--- src/rtl/crw_pkg.sv ---
// package for the cec reception width timing block
// assumes a 16-bit word-wide register port and a cec clock enable
package crw_pkg;
	localparam int unsigned CRW_LIM_W = 9;
	localparam logic [19:0] CRW_OFS_START_MAX = 20'hF0316;
	localparam logic [19:0] CRW_OFS_ZERO_MIN = 20'hF0318;
	localparam logic [19:0] CRW_OFS_ZERO_MAX = 20'hF031A;
	localparam logic [19:0] CRW_OFS_DATA_MAX = 20'hF0322;
	localparam logic [19:0] CRW_OFS_SAMPLE = 20'hF030E;
	localparam logic [8:0] CRW_LIM_RESET = 9'h000;
	localparam logic [15:0] CRW_RD_IDLE = 16'h0000;

	typedef struct packed {
		logic [8:0] start_max;
		logic [8:0] zero_min;
		logic [8:0] zero_max;
		logic [8:0] data_max;
		logic [8:0] sample;
	} crw_limits_s;

	typedef struct packed {
		logic start_err;
		logic zero_err;
		logic data_err;
	} crw_err_s;

	typedef enum logic [1:0] {
		CRW_IDLE = 2'b00,
		CRW_START = 2'b01,
		CRW_LOW = 2'b10,
		CRW_HIGH = 2'b11
	} crw_state_e;
endpackage

--- src/rtl/crw_rx_width.sv ---
// reception width limits and pulse width checking for a cec receiver
// assumes cec_line is the raw bus level, cec_tick a one-cycle pulse per
// cec operating clock period, and whole-word register writes
`timescale 1ns/1ps
// Contract
// - 9-bit start bit maximum width limit
// - 9-bit logical-0 minimum low width limit
// - 9-bit logical-0 maximum low width limit
// - 9-bit data bit maximum width limit
// - limits change only while function disabled
// - reset clears all width limits
// - sample data bit at setting plus one
module crw_rx_width
	import crw_pkg::*;
(
	input wire logic core_clk,
	input wire logic rst_b,
	input wire logic [19:0] reg_addr,
	input wire logic reg_wr,
	input wire logic [15:0] reg_wdata,
	output logic [15:0] reg_rdata,
	input wire logic cec_function_enable,
	input wire logic cec_tick,
	input wire logic cec_line,
	output logic rx_bit_valid,
	output logic rx_bit_value,
	output crw_err_s rx_err
);
	crw_limits_s lim_q;
	logic line_m_q, line_s_q, line_p_q;
	crw_state_e state_q;
	logic [9:0] cnt_q;
	logic sampled_q;
	logic wr_ok;
	logic fall;
	logic [9:0] start_lim, zmin_lim, zmax_lim, data_lim, samp_lim;

	assign wr_ok = reg_wr && !cec_function_enable;

	always_ff @(posedge core_clk or negedge rst_b) begin
		if (!rst_b) begin
			lim_q.start_max <= CRW_LIM_RESET;
			lim_q.zero_min <= CRW_LIM_RESET;
			lim_q.zero_max <= CRW_LIM_RESET;
			lim_q.data_max <= CRW_LIM_RESET;
			lim_q.sample <= CRW_LIM_RESET;
		end else if (wr_ok) begin
			if (reg_addr == CRW_OFS_START_MAX) begin
				lim_q.start_max <= reg_wdata[8:0];
			end else if (reg_addr == CRW_OFS_ZERO_MIN) begin
				lim_q.zero_min <= reg_wdata[8:0];
			end else if (reg_addr == CRW_OFS_ZERO_MAX) begin
				lim_q.zero_max <= reg_wdata[8:0];
			end else if (reg_addr == CRW_OFS_DATA_MAX) begin
				lim_q.data_max <= reg_wdata[8:0];
			end else if (reg_addr == CRW_OFS_SAMPLE) begin
				lim_q.sample <= reg_wdata[8:0];
			end
		end
	end

	// read mux, upper bits read as zero
	always_comb begin
		reg_rdata = CRW_RD_IDLE;
		if (reg_addr == CRW_OFS_START_MAX) begin
			reg_rdata = {7'h00, lim_q.start_max};
		end else if (reg_addr == CRW_OFS_ZERO_MIN) begin
			reg_rdata = {7'h00, lim_q.zero_min};
		end else if (reg_addr == CRW_OFS_ZERO_MAX) begin
			reg_rdata = {7'h00, lim_q.zero_max};
		end else if (reg_addr == CRW_OFS_DATA_MAX) begin
			reg_rdata = {7'h00, lim_q.data_max};
		end else if (reg_addr == CRW_OFS_SAMPLE) begin
			reg_rdata = {7'h00, lim_q.sample};
		end
	end

	// line synchroniser
	always_ff @(posedge core_clk or negedge rst_b) begin
		if (!rst_b) begin
			line_m_q <= 1'b1;
			line_s_q <= 1'b1;
			line_p_q <= 1'b1;
		end else begin
			line_m_q <= cec_line;
			line_s_q <= line_m_q;
			line_p_q <= line_s_q;
		end
	end

	assign fall = line_p_q && !line_s_q;
	// widths counted in cec periods, limit value plus one
	assign start_lim = {1'b0, lim_q.start_max} + 10'h001;
	assign zmin_lim = {1'b0, lim_q.zero_min} + 10'h001;
	assign zmax_lim = {1'b0, lim_q.zero_max} + 10'h001;
	assign data_lim = {1'b0, lim_q.data_max} + 10'h001;
	assign samp_lim = {1'b0, lim_q.sample} + 10'h001;

	// first falling edge after idle opens a start bit, later ones data bits
	always_ff @(posedge core_clk or negedge rst_b) begin
		if (!rst_b) begin
			state_q <= CRW_IDLE;
			cnt_q <= 10'h000;
		end else if (!cec_function_enable) begin
			state_q <= CRW_IDLE;
			cnt_q <= 10'h000;
		end else if (fall) begin
			state_q <= (state_q == CRW_IDLE) ? CRW_START : CRW_LOW;
			cnt_q <= 10'h000;
		end else begin
			case (state_q)
				CRW_IDLE: begin
					cnt_q <= 10'h000;
				end
				CRW_START: begin
					// start bit longer than limit aborts
					if (cec_tick && cnt_q >= start_lim) begin
						state_q <= CRW_IDLE;
					end else if (cec_tick) begin
						cnt_q <= cnt_q + 10'h001;
					end
				end
				CRW_LOW: begin
					if (line_s_q) begin
						state_q <= CRW_HIGH;
					end
					if (cec_tick && cnt_q != 10'h3FF) begin
						cnt_q <= cnt_q + 10'h001;
					end
				end
				CRW_HIGH: begin
					// data bit longer than limit ends frame
					if (cec_tick && cnt_q >= data_lim) begin
						state_q <= CRW_IDLE;
					end else if (cec_tick) begin
						cnt_q <= cnt_q + 10'h001;
					end
				end
				default: state_q <= CRW_IDLE;
			endcase
		end
	end

	always_ff @(posedge core_clk or negedge rst_b) begin
		if (!rst_b) begin
			sampled_q <= 1'b0;
			rx_bit_valid <= 1'b0;
			rx_bit_value <= 1'b0;
		end else begin
			rx_bit_valid <= 1'b0;
			if (fall) begin
				sampled_q <= 1'b0;
			end else if ((state_q == CRW_LOW || state_q == CRW_HIGH) &&
				!sampled_q && cec_tick && cnt_q + 10'h001 == samp_lim) begin
				sampled_q <= 1'b1;
				rx_bit_valid <= 1'b1;
				rx_bit_value <= line_s_q;
			end
		end
	end

	always_ff @(posedge core_clk or negedge rst_b) begin
		if (!rst_b) begin
			rx_err <= '0;
		end else begin
			rx_err <= '0;
			if (cec_function_enable) begin
				rx_err.start_err <= state_q == CRW_START && !fall &&
					cec_tick && cnt_q >= start_lim;
				rx_err.data_err <= state_q == CRW_HIGH && !fall &&
					cec_tick && cnt_q >= data_lim;
				// logical-0 low width check at rising edge
				rx_err.zero_err <= state_q == CRW_LOW && !fall &&
					line_s_q && sampled_q && !rx_bit_value &&
					(cnt_q < zmin_lim || cnt_q > zmax_lim);
			end
		end
	end

	a_limit_write_lock: assert property (
		@(posedge core_clk) disable iff (!rst_b)
		cec_function_enable |=> $stable(lim_q))
		else $error("limit changed while enabled");

	a_limit_write_take: assert property (
		@(posedge core_clk) disable iff (!rst_b)
		(wr_ok && reg_addr == CRW_OFS_START_MAX) |=>
		lim_q.start_max == $past(reg_wdata[8:0]))
		else $error("start limit write lost");

	a_data_max_take: assert property (
		@(posedge core_clk) disable iff (!rst_b)
		(wr_ok && reg_addr == CRW_OFS_DATA_MAX) |=>
		lim_q.data_max == $past(reg_wdata[8:0]))
		else $error("data limit write lost");

	a_zero_min_take: assert property (
		@(posedge core_clk) disable iff (!rst_b)
		(wr_ok && reg_addr == CRW_OFS_ZERO_MIN) |=>
		lim_q.zero_min == $past(reg_wdata[8:0]))
		else $error("zero minimum write lost");

	a_zero_max_take: assert property (
		@(posedge core_clk) disable iff (!rst_b)
		(wr_ok && reg_addr == CRW_OFS_ZERO_MAX) |=>
		lim_q.zero_max == $past(reg_wdata[8:0]))
		else $error("zero maximum write lost");

	a_zero_err_cause: assert property (
		@(posedge core_clk) disable iff (!rst_b)
		rx_err.zero_err |-> $past(state_q) == CRW_LOW)
		else $error("zero error without low phase");

	a_sample_once: assert property (
		@(posedge core_clk) disable iff (!rst_b)
		rx_bit_valid |=> !rx_bit_valid)
		else $error("bit sampled twice");

	a_start_err_state: assert property (
		@(posedge core_clk) disable iff (!rst_b)
		rx_err.start_err |-> state_q == CRW_IDLE)
		else $error("start error did not abort");

	a_data_err_state: assert property (
		@(posedge core_clk) disable iff (!rst_b)
		rx_err.data_err |-> state_q == CRW_IDLE)
		else $error("data error did not end frame");

	a_reset_clears: assert property (
		@(posedge core_clk)
		$rose(rst_b) |-> lim_q == '0)
		else $error("limits not cleared by reset");
endmodule

--- config.mk ---
export PLATFORM = sky130hd
export DESIGN_NAME = crw_rx_width
export DESIGN_NICKNAME = d
export VERILOG_FILES = /design/src/rtl/crw_pkg.sv /design/src/rtl/crw_rx_width.sv
export SDC_FILE = /design/constraint.sdc
export NUM_CORES = 1
export LEC_CHECK = 0
export ABC_AREA = 1
export BUFFER_PORTS_ARGS = -buffer_cell sky130_fd_sc_hd__buf_2
export CAP_MARGIN = 20
export CORE_MARGIN = 2
export CORE_UTILIZATION = 54
export DETAILED_ROUTE_END_ITERATION = 8
export PLACE_DENSITY = 0.84
export SYNTH_ARGS = -nofsm -noshare
export SYNTH_HDL_FRONTEND = slang
export SYNTH_SLANG_ARGS = --single-unit
export TNS_END_PERCENT = 20
--- constraint.sdc ---
create_clock -name core_clk -period 2.25 [get_ports core_clk]
set_clock_uncertainty 0.1 [all_clocks]
set_input_delay 0.45 -clock core_clk [delete_from_list [all_inputs] [get_ports core_clk]]
set_output_delay 0.45 -clock core_clk [all_outputs]
set_load 0.05 [all_outputs]
# --- Yosys cells after proc, flatten, opt, wreduce, memory -nomap -nowiden ---
# Index checks and enable logic that the tools add are counted.
# Widths: inputs -> output; s select.
word_totals:
  reg_bits: 66
  in_bits: 42
  out_inout_bits: 21
  wordCells: 108
op_classes:
  n_addsub: 6
  order_cmp: 4
  n_eq_ne: 17
  muxes: 24
  bitwise_logic: 5
  n_reduce_logical: 36
ops:
  columns: ["cell", "count"]
  rows:
  - ["$eq 20x20->1 const B", 5]
  - ["$mux 10", 6]
  - ["$add 9x1->10 const B", 5]
  - ["$mux 9", 5]
  - ["$pmux 10 s4", 1]
  - ["$ne 4x4->1 const B", 6]
  - ["$ge 10x10->1", 2]
  - ["$logic_and 1x1->1", 19]
  - ["$mux 2", 6]
  - ["$add 10x1->10 const B", 1]
  - ["$eq 10x10->1", 1]
  - ["$gt 10x10->1", 1]
  - ["$lt 10x10->1", 1]
  - ["$ne 10x10->1 const B", 1]
  - ["$reduce_and 4->1", 2]
  - ["$pmux 2 s3", 1]
  - ["$reduce_and 3->1", 2]
  - ["$reduce_and 6->1", 1]
  - ["$logic_not 1->1", 5]
  - ["$ne 5x1->1 const B", 1]
  - ["$not 1->1", 5]
  - ["$reduce_and 5->1", 1]
  - ["$eq 2x2->1 const B", 2]
  - ["$mux 1", 4]
  - ["6 further kinds", 8]

# --- Logic depth before layout (Yosys ltp) ---
# Gate-level depths: netlist of the first run.
logic_depth:
  word_depth: 9
  mapped_depth: 19
  ltp_nobuf: 19

# --- Worst setup path after synthesis of the first run ---
# Ideal clock, no wire load.
synth_path:
  kind: "input -> output"
  from: "in reg_addr[18]"
  to: "out reg_rdata[1]"
  arrival_time_ns: 2.186
  t_required_ns: 1.700
  setup_slack_ns: -0.486
  stages: 6
  path_buffers: 0
  cell_sequence: "nand2_1 > nor2_4 > nand4_1 > nor3_2 > nand3_2 > o21ai_0"
synth_via:
  elab_chain_len: 6
  elab_cells_between_ends: 10
  cone_classes: "eq/ne: 5; mux: 5"
synth_rtl:
  columns: ["element", "line", "rtl"]
  rows:
  - ["from (decl)", "crw_rx_width.sv:18", "input wire logic [19:0] reg_addr,"]
  - ["$eq 20x20->1", "crw_rx_width.sv:73", "end else if (reg_addr == CRW_OFS_SAMPLE) begin"]
  - ["$mux 9", "crw_rx_width.sv:73", null]
  - ["$mux 9", "crw_rx_width.sv:71", "end else if (reg_addr == CRW_OFS_DATA_MAX) begin"]
  - ["$mux 9", "crw_rx_width.sv:69", "end else if (reg_addr == CRW_OFS_ZERO_MAX) begin"]
  - ["$mux 9", "crw_rx_width.sv:67", "end else if (reg_addr == CRW_OFS_ZERO_MIN) begin"]
  - ["$mux 9 (*)", "crw_rx_width.sv:65", "if (reg_addr == CRW_OFS_START_MAX) begin"]
  - ["to (decl)", "crw_rx_width.sv:21", "output logic [15:0] reg_rdata,"]
# Mark *: on every way between the ends. The rest lies on a longest branch, timed or not.

# --- Worst setup path after layout of the first run ---
layout_path:
  from: "reg lim_q[37] in the netlist's numbering"
  to: "reg cnt_q[8]"
layout_via:
  elab_chain_len: 5
layout_rtl:
  columns: ["element", "line", "rtl"]
  rows:
  - ["from (decl)", "crw_rx_width.sv:29", "crw_limits_s lim_q;"]
  - ["$add 9x1->10", "crw_rx_width.sv:93", "assign start_lim = {1'b0, lim_q.start_max} + 10'h001;"]
  - ["$ge 10x10->1", "crw_rx_width.sv:117", "if (cec_tick && cnt_q >= start_lim) begin"]
  - ["$logic_and 1x1->1", "crw_rx_width.sv:117", null]
  - ["$ne 4x4->1 (no source line)", null, null]
  - ["$reduce_and 3->1 (no source line)", null, null]
  - ["to (signal assigned)", "crw_rx_width.sv:120", "cnt_q <= cnt_q + 10'h001;"]
  - ["to (signal assigned)", "crw_rx_width.sv:128", "cnt_q <= cnt_q + 10'h001;"]
  - ["to (signal assigned)", "crw_rx_width.sv:136", "cnt_q <= cnt_q + 10'h001;"]
  - ["to (decl)", "crw_rx_width.sv:32", "logic [9:0] cnt_q;"]
# No other way between the ends.
# A chain may end at the register's enable or synchronous reset.

==> results of run 1 <==
[logic make-up after synthesis]
family,count (synthesis)
compound gates,114
xor+xnor,32
fa+ha+maj,45
buf+inv,114
flops,66
other cells,1
simple gates,388
[power breakdown]
group,internal (µW),leakage (µW),switching (µW),total (µW)
clock network,541,0.0000945,515,1060
logic,115,0.00247,251,366
registers,1210,0.000876,21.5,1230
[final timing paths]
path,startpoint,end
worst min-delay path,rst_b,rx_err[0]
max in group asynchronous,rst_b,line_m_q
worst min register to register,line_m_q,line_s_q
min in group core_clk,cec_line,line_m_q
worst max register to register,lim_q[37],cnt_q[8]
worst max-delay path,lim_q[37],cnt_q[8]
[metrics by stage]
stage                     instance area [µm²]  worst slack, ps  hold WS, ps  utilization  cells
after floorplan                          5430             -238         54.4            -    766
after global placement                   6340             -312          248        0.652   1008
after detailed placement                 6340             -452          248        0.652   1008
after CTS                                6670             -375         8.32        0.686   1027
after global routing                     6890             -696         27.0        0.709   1035
final                                    6890             -486        -17.3        0.709   1035
[what timing repair did]
action / in CTS / in global routing
endpoints found under the setup margin: 24 / 26
pin swaps: 6 / 19
setup buffers: 3 / 5
cloned: 0 / 3
gates resized for setup: 31 / 37
[cell usage in the layout (no fill, tap or decap), types with 4 or more instances in the layout]
cell type / netlist / final
a21oi_1: 30 / 29
buf_2: 4 / 39
buf_4: 9 / 83
buf_6: 3 / 12
clkbuf_8: 0 / 10
conb_1: 1 / 7
dfrtp_1: 63 / 59
dfrtp_2: 0 / 4
ha_1: 45 / 42
inv_1: 91 / 87
inv_2: 4 / 8
nand2_1: 204 / 193
nand2_2: 6 / 15
nand3_1: 67 / 61
nand3_2: 2 / 7
nand3b_1: 5 / 5
nand4_1: 17 / 17
nor2_1: 58 / 53
nor2_2: 5 / 9
nor2_4: 6 / 7
nor3_1: 11 / 8
nor3_2: 2 / 4
o21a_1: 4 / 4
o21ai_0: 33 / 28
o21ai_1: 29 / 28
o21ai_2: 10 / 16
xnor2_1: 8 / 8
xor2_1: 24 / 23
[flip-flops by register name, indices dropped and copies added, names as in the netlist]
| name | cells |
|---|---|
| rx_err | 3 |
| rx_bit_valid | 1 |
| line_p_q | 1 |
| sampled_q | 1 |
| line_m_q | 1 |
| lim_q | 45 |
| cnt_q | 10 |
| rx_bit_value | 1 |
| state_q | 2 |
| line_s_q | 1 |
[final cells by class]
type                    instances  area [µm²]
repair buffers                139        1060
clock buffers                  10         138
well taps                     133         166
fillers                       730        2840
multi-input cells             586        3440
inverters                      95         357
clock inverters                 6        66.3
flip-flops and latches         66        1660
[worst reg2reg max path, stage by stage (launching register included)]
cell,delay [ps]
dfrtp_1,400
ha_2,230
nand3_2,100
nor3_2,230
nand3_1,110
xor2_1,150
inv_1,80
ha_4,260
nand2_2,50
nor2_2,100
nand3_1,100
nand3_2,90
nand4_1,170
nand3_4,200
clkbuf_16,170
nand2_2,50
o21ai_2,70
[per-layer routing]
layer,global-route usage,part of all wire
met2,0.469,0.47
met1,0.369,0.39
met4,0.146,0.049
met3,0.0683,0.092
met5,0,0
==> reports/results.ini, run 1 <==
[clocking]
clkTransAtPathRegs_ps=80
cts_buffers=9
htree_levels=3
root_buffer=clkbuf_8
clock-sinks=66
cts_tree=done
cts_buffer_depth=2
holdBufCountCts=0
clock_latency_ps=360

[synthesis]
synth-seq-area-share=0.307
synth_edf_count=0
netlist_area_um2=5390
synth_commonest_cells=204 x nand2_1, 91 x inv_1, 67 x nand3_1
yosysWarningCount=0
synth_compound_area_frac=0.118
syn_avg_cell_area_um2=7.10
synth.distinct_cells=38
synth-main-ff-cell=dfrtp_1
synth_fa_ha_area_frac=0.104
synth_xor_area_frac=0.0520
yosys.area_share.simple=0.327
async_flop_share=1.00
synth_most_common_cell=nand2_1
ys_top_cells_by_area=dfrtp_1 29%, nand2_1 14%, ha_1 10%
yosysTopAreaCellShare=0.292
yosys.area.top_type=dfrtp_1
synth_top_family_by_area=simple AND/OR/NAND/NOR gates
syn_inst=760
ys_ff_latch=66
synth_mux_area_frac=0

[place]
portBuffers=48
dp_hpwl_mm=11.8
place_congestion=0.996

[die]
start_util=0.554
io_pins=63
rows=36
dieArea_um2=10800
die_x_um=104
core_um2=9730
die_h_um=104

[power_and_ir_drop]
ir_worst_vdd_v=0.000336
p_per_area_nw_per_um2=385
p_leak_uw=0.00344
total_power_uw=2650

[status]
violations=negative hold slack, negative setup slack
outcome=complete, but fails checks

[worst_setup_path]
r2r_cells=16
reg2reg_setup_slack_ps=-490
startpoint_type=flip-flop
crit_arrival_ps=2930
cp-end-kind=flip-flop
critPathTopFamily=simple AND/OR/NAND/NOR gates
worst-path-buf-inv=2
max_stage_delay_ps=400
path_cells=ha_2 -> nand3_2 -> nor3_2 -> nand3_1 -> xor2_1 -> inv_1 -> ha_4 -> nand2_2 -> nor2_2 -> nand3_1 -> nand3_2 -> nand4_1 -> nand3_4 -> clkbuf_16 -> nand2_2 -> o21ai_2
crit_cells=16
slowest_stage=dfrtp_1
worst-path-max-fanout=5
path_class=reg -> reg
crit_required_ps=2440

[routing]
drt_iter0_markers=427
viasPerCell=5.55
vias=5747
wl_mm=16.1
ant_nets=0
routedWlPerCell_um=15.5
drc=0
drtPass1Iterations=5

[global_routing]
grt_max_degree=67
antenna_found_initial=0
grt_pass1_wl_mm=24.9
grt_pass1_vias=5248
grt.overflow.total=0
grt_use_total=0.292

[sta]
tightest_slew_ps=503
rsz0062_at_grt=yes
finalCriticalPeriod_ps=2740
finalHoldViolCount=10
period_share=1.22
tns_ps=-7750
slew_headroom=0.665
fmax_mhz=365
maxSlewViolCount=0
fin_ws_ps=-486
setup_violations=24
timing.hold.ws_ps=-17.3

[final_layout]
synthToLayoutAreaGrowth_pct=27.8
final_nets=984
drive_above_1_share=0.269
diodes=0

[job]
maxCapViolations=0

[min_path]
hold_path_class=in -> async

Note: power is estimated with default switching activity, not from simulation.
==> run 2, diff against run 1 <==
--- a/config.mk
+++ b/config.mk
@@ -12,6 +12,8 @@
 export CORE_UTILIZATION = 54
 export DETAILED_ROUTE_END_ITERATION = 8
 export PLACE_DENSITY = 0.84
+export RECOVER_POWER = 100
+export SLEW_MARGIN = 10
 export SYNTH_ARGS = -nofsm -noshare
 export SYNTH_HDL_FRONTEND = slang
 export SYNTH_SLANG_ARGS = --single-unit
==> run 2 against run 1 <==
The flow finishes with violations (max-capacitance violations, max-slew violations, negative setup slack). Via count down 0.50%. Register-to-register slack is essentially flat. Die area stayed put. Sequential share of layout area grew 0.33 points. Clock power is essentially flat.
==> reports/results.ini, run 2 (same netlist as run 1, synthesis figures left out) <==
[worst_setup_path]
slowest_stage=dfrtp_1
crit_arrival_ps=2930  ; about the same
worst-path-buf-inv=2  ; unchanged
path_class=reg -> reg
path_cells=ha_2 -> nand3_2 -> nor3_2 -> nand3_1 -> xor2_1 -> inv_1 -> ha_4 -> nand2_2 -> nor2_2 -> nand3_1 -> nand3_2 -> nand4_1 -> nand3_4 -> clkbuf_16 -> nand2_2 -> o21ai_2
crit_required_ps=2440  ; about the same
max_stage_delay_ps=400  ; about the same
cp-end-kind=flip-flop
critPathTopFamily=simple AND/OR/NAND/NOR gates
worst-path-max-fanout=5  ; unchanged
startpoint_type=flip-flop

[place]
post-place-ws_ps=-452  ; unchanged
place_congestion=0.996  ; unchanged
portBuffers=48  ; unchanged
postPlaceCellArea_um2=6340  ; unchanged
dp_hpwl_mm=11.8  ; unchanged

[global_routing]
grt.overflow.total=0  ; unchanged
antenna_found_initial=0  ; unchanged
grt_pass1_wl_mm=24.9  ; unchanged
grt_pass1_vias=5248  ; unchanged
grt_max_degree=67  ; unchanged
grt_use_total=0.292  ; unchanged

[routing]
drt_iter0_markers=480  ; +12%
drc=0  ; unchanged
routedWlPerCell_um=15.5  ; about the same
vias=5718  ; -0.50%
wl_mm=16.1  ; about the same
ant_nets=0  ; unchanged
drtPass1Iterations=8  ; +3
viasPerCell=5.52  ; -0.50%

[sta]
slew_headroom=-0.0744  ; -0.739
period_share=1.22  ; about the same
rsz0062_at_grt=yes
tightest_slew_ps=1610  ; +1110 ps
fin_ws_ps=-488  ; -1.45 ps
finalHoldViolCount=0  ; -10
setup_violations=24  ; unchanged
fmax_mhz=365  ; about the same
finalCriticalPeriod_ps=2740  ; +1.45 ps
maxSlewViolCount=67  ; +67

[final_layout]
final_nets=984  ; unchanged
synthToLayoutAreaGrowth_pct=26.1
diodes=0  ; unchanged
largest_reg_flops=45  ; unchanged
postLayoutCellArea_um2=6800  ; -1.3%
layout_commonest_cell=nand2_1
drive_above_1_share=0.252  ; -0.0177
reg_top3=lim_q (45), cnt_q (10), rx_err (3)
largest-register=lim_q
final_cell_mix=194 x nand2_1, 88 x inv_1, 79 x buf_4

[clocking]
root_buffer=clkbuf_8
clock-sinks=66  ; unchanged
cts_tree=done
htree_levels=3  ; unchanged
clock_latency_ps=370  ; about the same
cts_buffer_depth=2  ; unchanged
holdBufCountCts=0  ; unchanged
cts_buffers=9  ; unchanged
clkTransAtPathRegs_ps=80  ; about the same

[power_and_ir_drop]
p_sw_uw=784  ; -0.41%
p_seq_frac=0.466  ; +0.002
p_per_area_nw_per_um2=389  ; +0.97%
ir_worst_vdd_v=0.000337  ; +0.27%
combPwrFrac=0.134  ; -0.004
p_leak_uw=0.00338  ; -1.7%
pwr-share-clk=0.400  ; +0.002
intPower_uw=1860  ; -0.37%
swShare=0.297  ; about the same

[die]
dieArea_um2=10800  ; unchanged
rows=36  ; unchanged
start_util=0.554  ; unchanged
core_um2=9730  ; unchanged
die_x_um=104  ; unchanged
die_h_um=104  ; unchanged
io_pins=63  ; unchanged

[status]
violations=max-capacitance violations, max-slew violations, negative setup slack
outcome=complete, but fails checks

[min_path]
hold_path_class=in -> reg

[job]
maxCapViolations=1  ; +1

run 2: cell count changes in the layout (fill, tap and decap cells not counted), sizes merged:
cell    delta
clkbuf    +11
buf       -11
run 2: final cells by class:
cell class,instances,area (µm²)
Clock buffer,10,138
Inverter,95,357
Sequential cell,66,1660
Multi-Input combinational cell,586,3380
Clock inverter,6,66.3
Tap cell,133,166
Fill cell,750,2930
Timing Repair Buffer,139,1030
run 2: power groups by stage:
stage                     Combinational (µW)  Sequential (µW)  Clock, µW
after floorplan                          164             1290          0
after global placement                   328             1250          0
after detailed placement                 336             1250          0
after CTS                                342             1230       1060
after global routing                     386             1230       1110
final                                    355             1230       1060
run 2: repair_timing:
item,in CTS,in global routing
pin swaps,6,19
buffers inserted,3,5
endpoints found under the setup margin,24,26
cloned,0,3
gates resized for setup,31,37
run 2: worst paths after layout:
kind	startpoint	end	depth (start not counted)	slack (ps)
min in group asynchronous	rst_b	state_q[1]	2	480
worst max register to register	lim_q[37]	cnt_q[8]	16	-490
worst max-delay path	lim_q[37]	cnt_q[8]	16	-490
max in group asynchronous	rst_b	lim_q[0]	2	500
worst min register to register	line_m_q	line_s_q	0	270
worst min-delay path	cec_line	line_m_q	1	80
run 2: layer usage:
| metal | up-vias | wire (µm) | track usage |
|---|---|---|---|
| li1 | 2768 | - | - |
| met4 | 0 | 766 | 0.146 |
| met2 | 278 | 7550 | 0.469 |
| met5 | - | 0 | 0 |
| met3 | 80 | 1320 | 0.0683 |
| met1 | 2592 | 6450 | 0.369 |
run 2: stage by stage:
step            util  hold WS [ps]  setup TNS (ps)  std cells  power (µW)
5_1_grt        0.699          83.3          -14030       1035        2730
3_3_place_gp   0.652           248           -5940       1008        1580
4_1_cts        0.686          8.32           -5930       1027        2640
2_1_floorplan      -          54.4           -3130        766        1450
3_5_place_dp   0.652           248           -8150       1008        1590
6_report       0.699          76.5           -9350       1035        2640
run 2: worst reg2reg max path, stage by stage (launching register included):
cell and delay, ps:
dfrtp_1 400, ha_2 230, nand3_2 100, nor3_2 230, nand3_1 110, xor2_1 140
inv_1 80, ha_4 260, nand2_2 50, nor2_2 100, nand3_1 100, nand3_2 90
nand4_1 170, nand3_4 200, clkbuf_16 170, nand2_2 50, o21ai_2 70
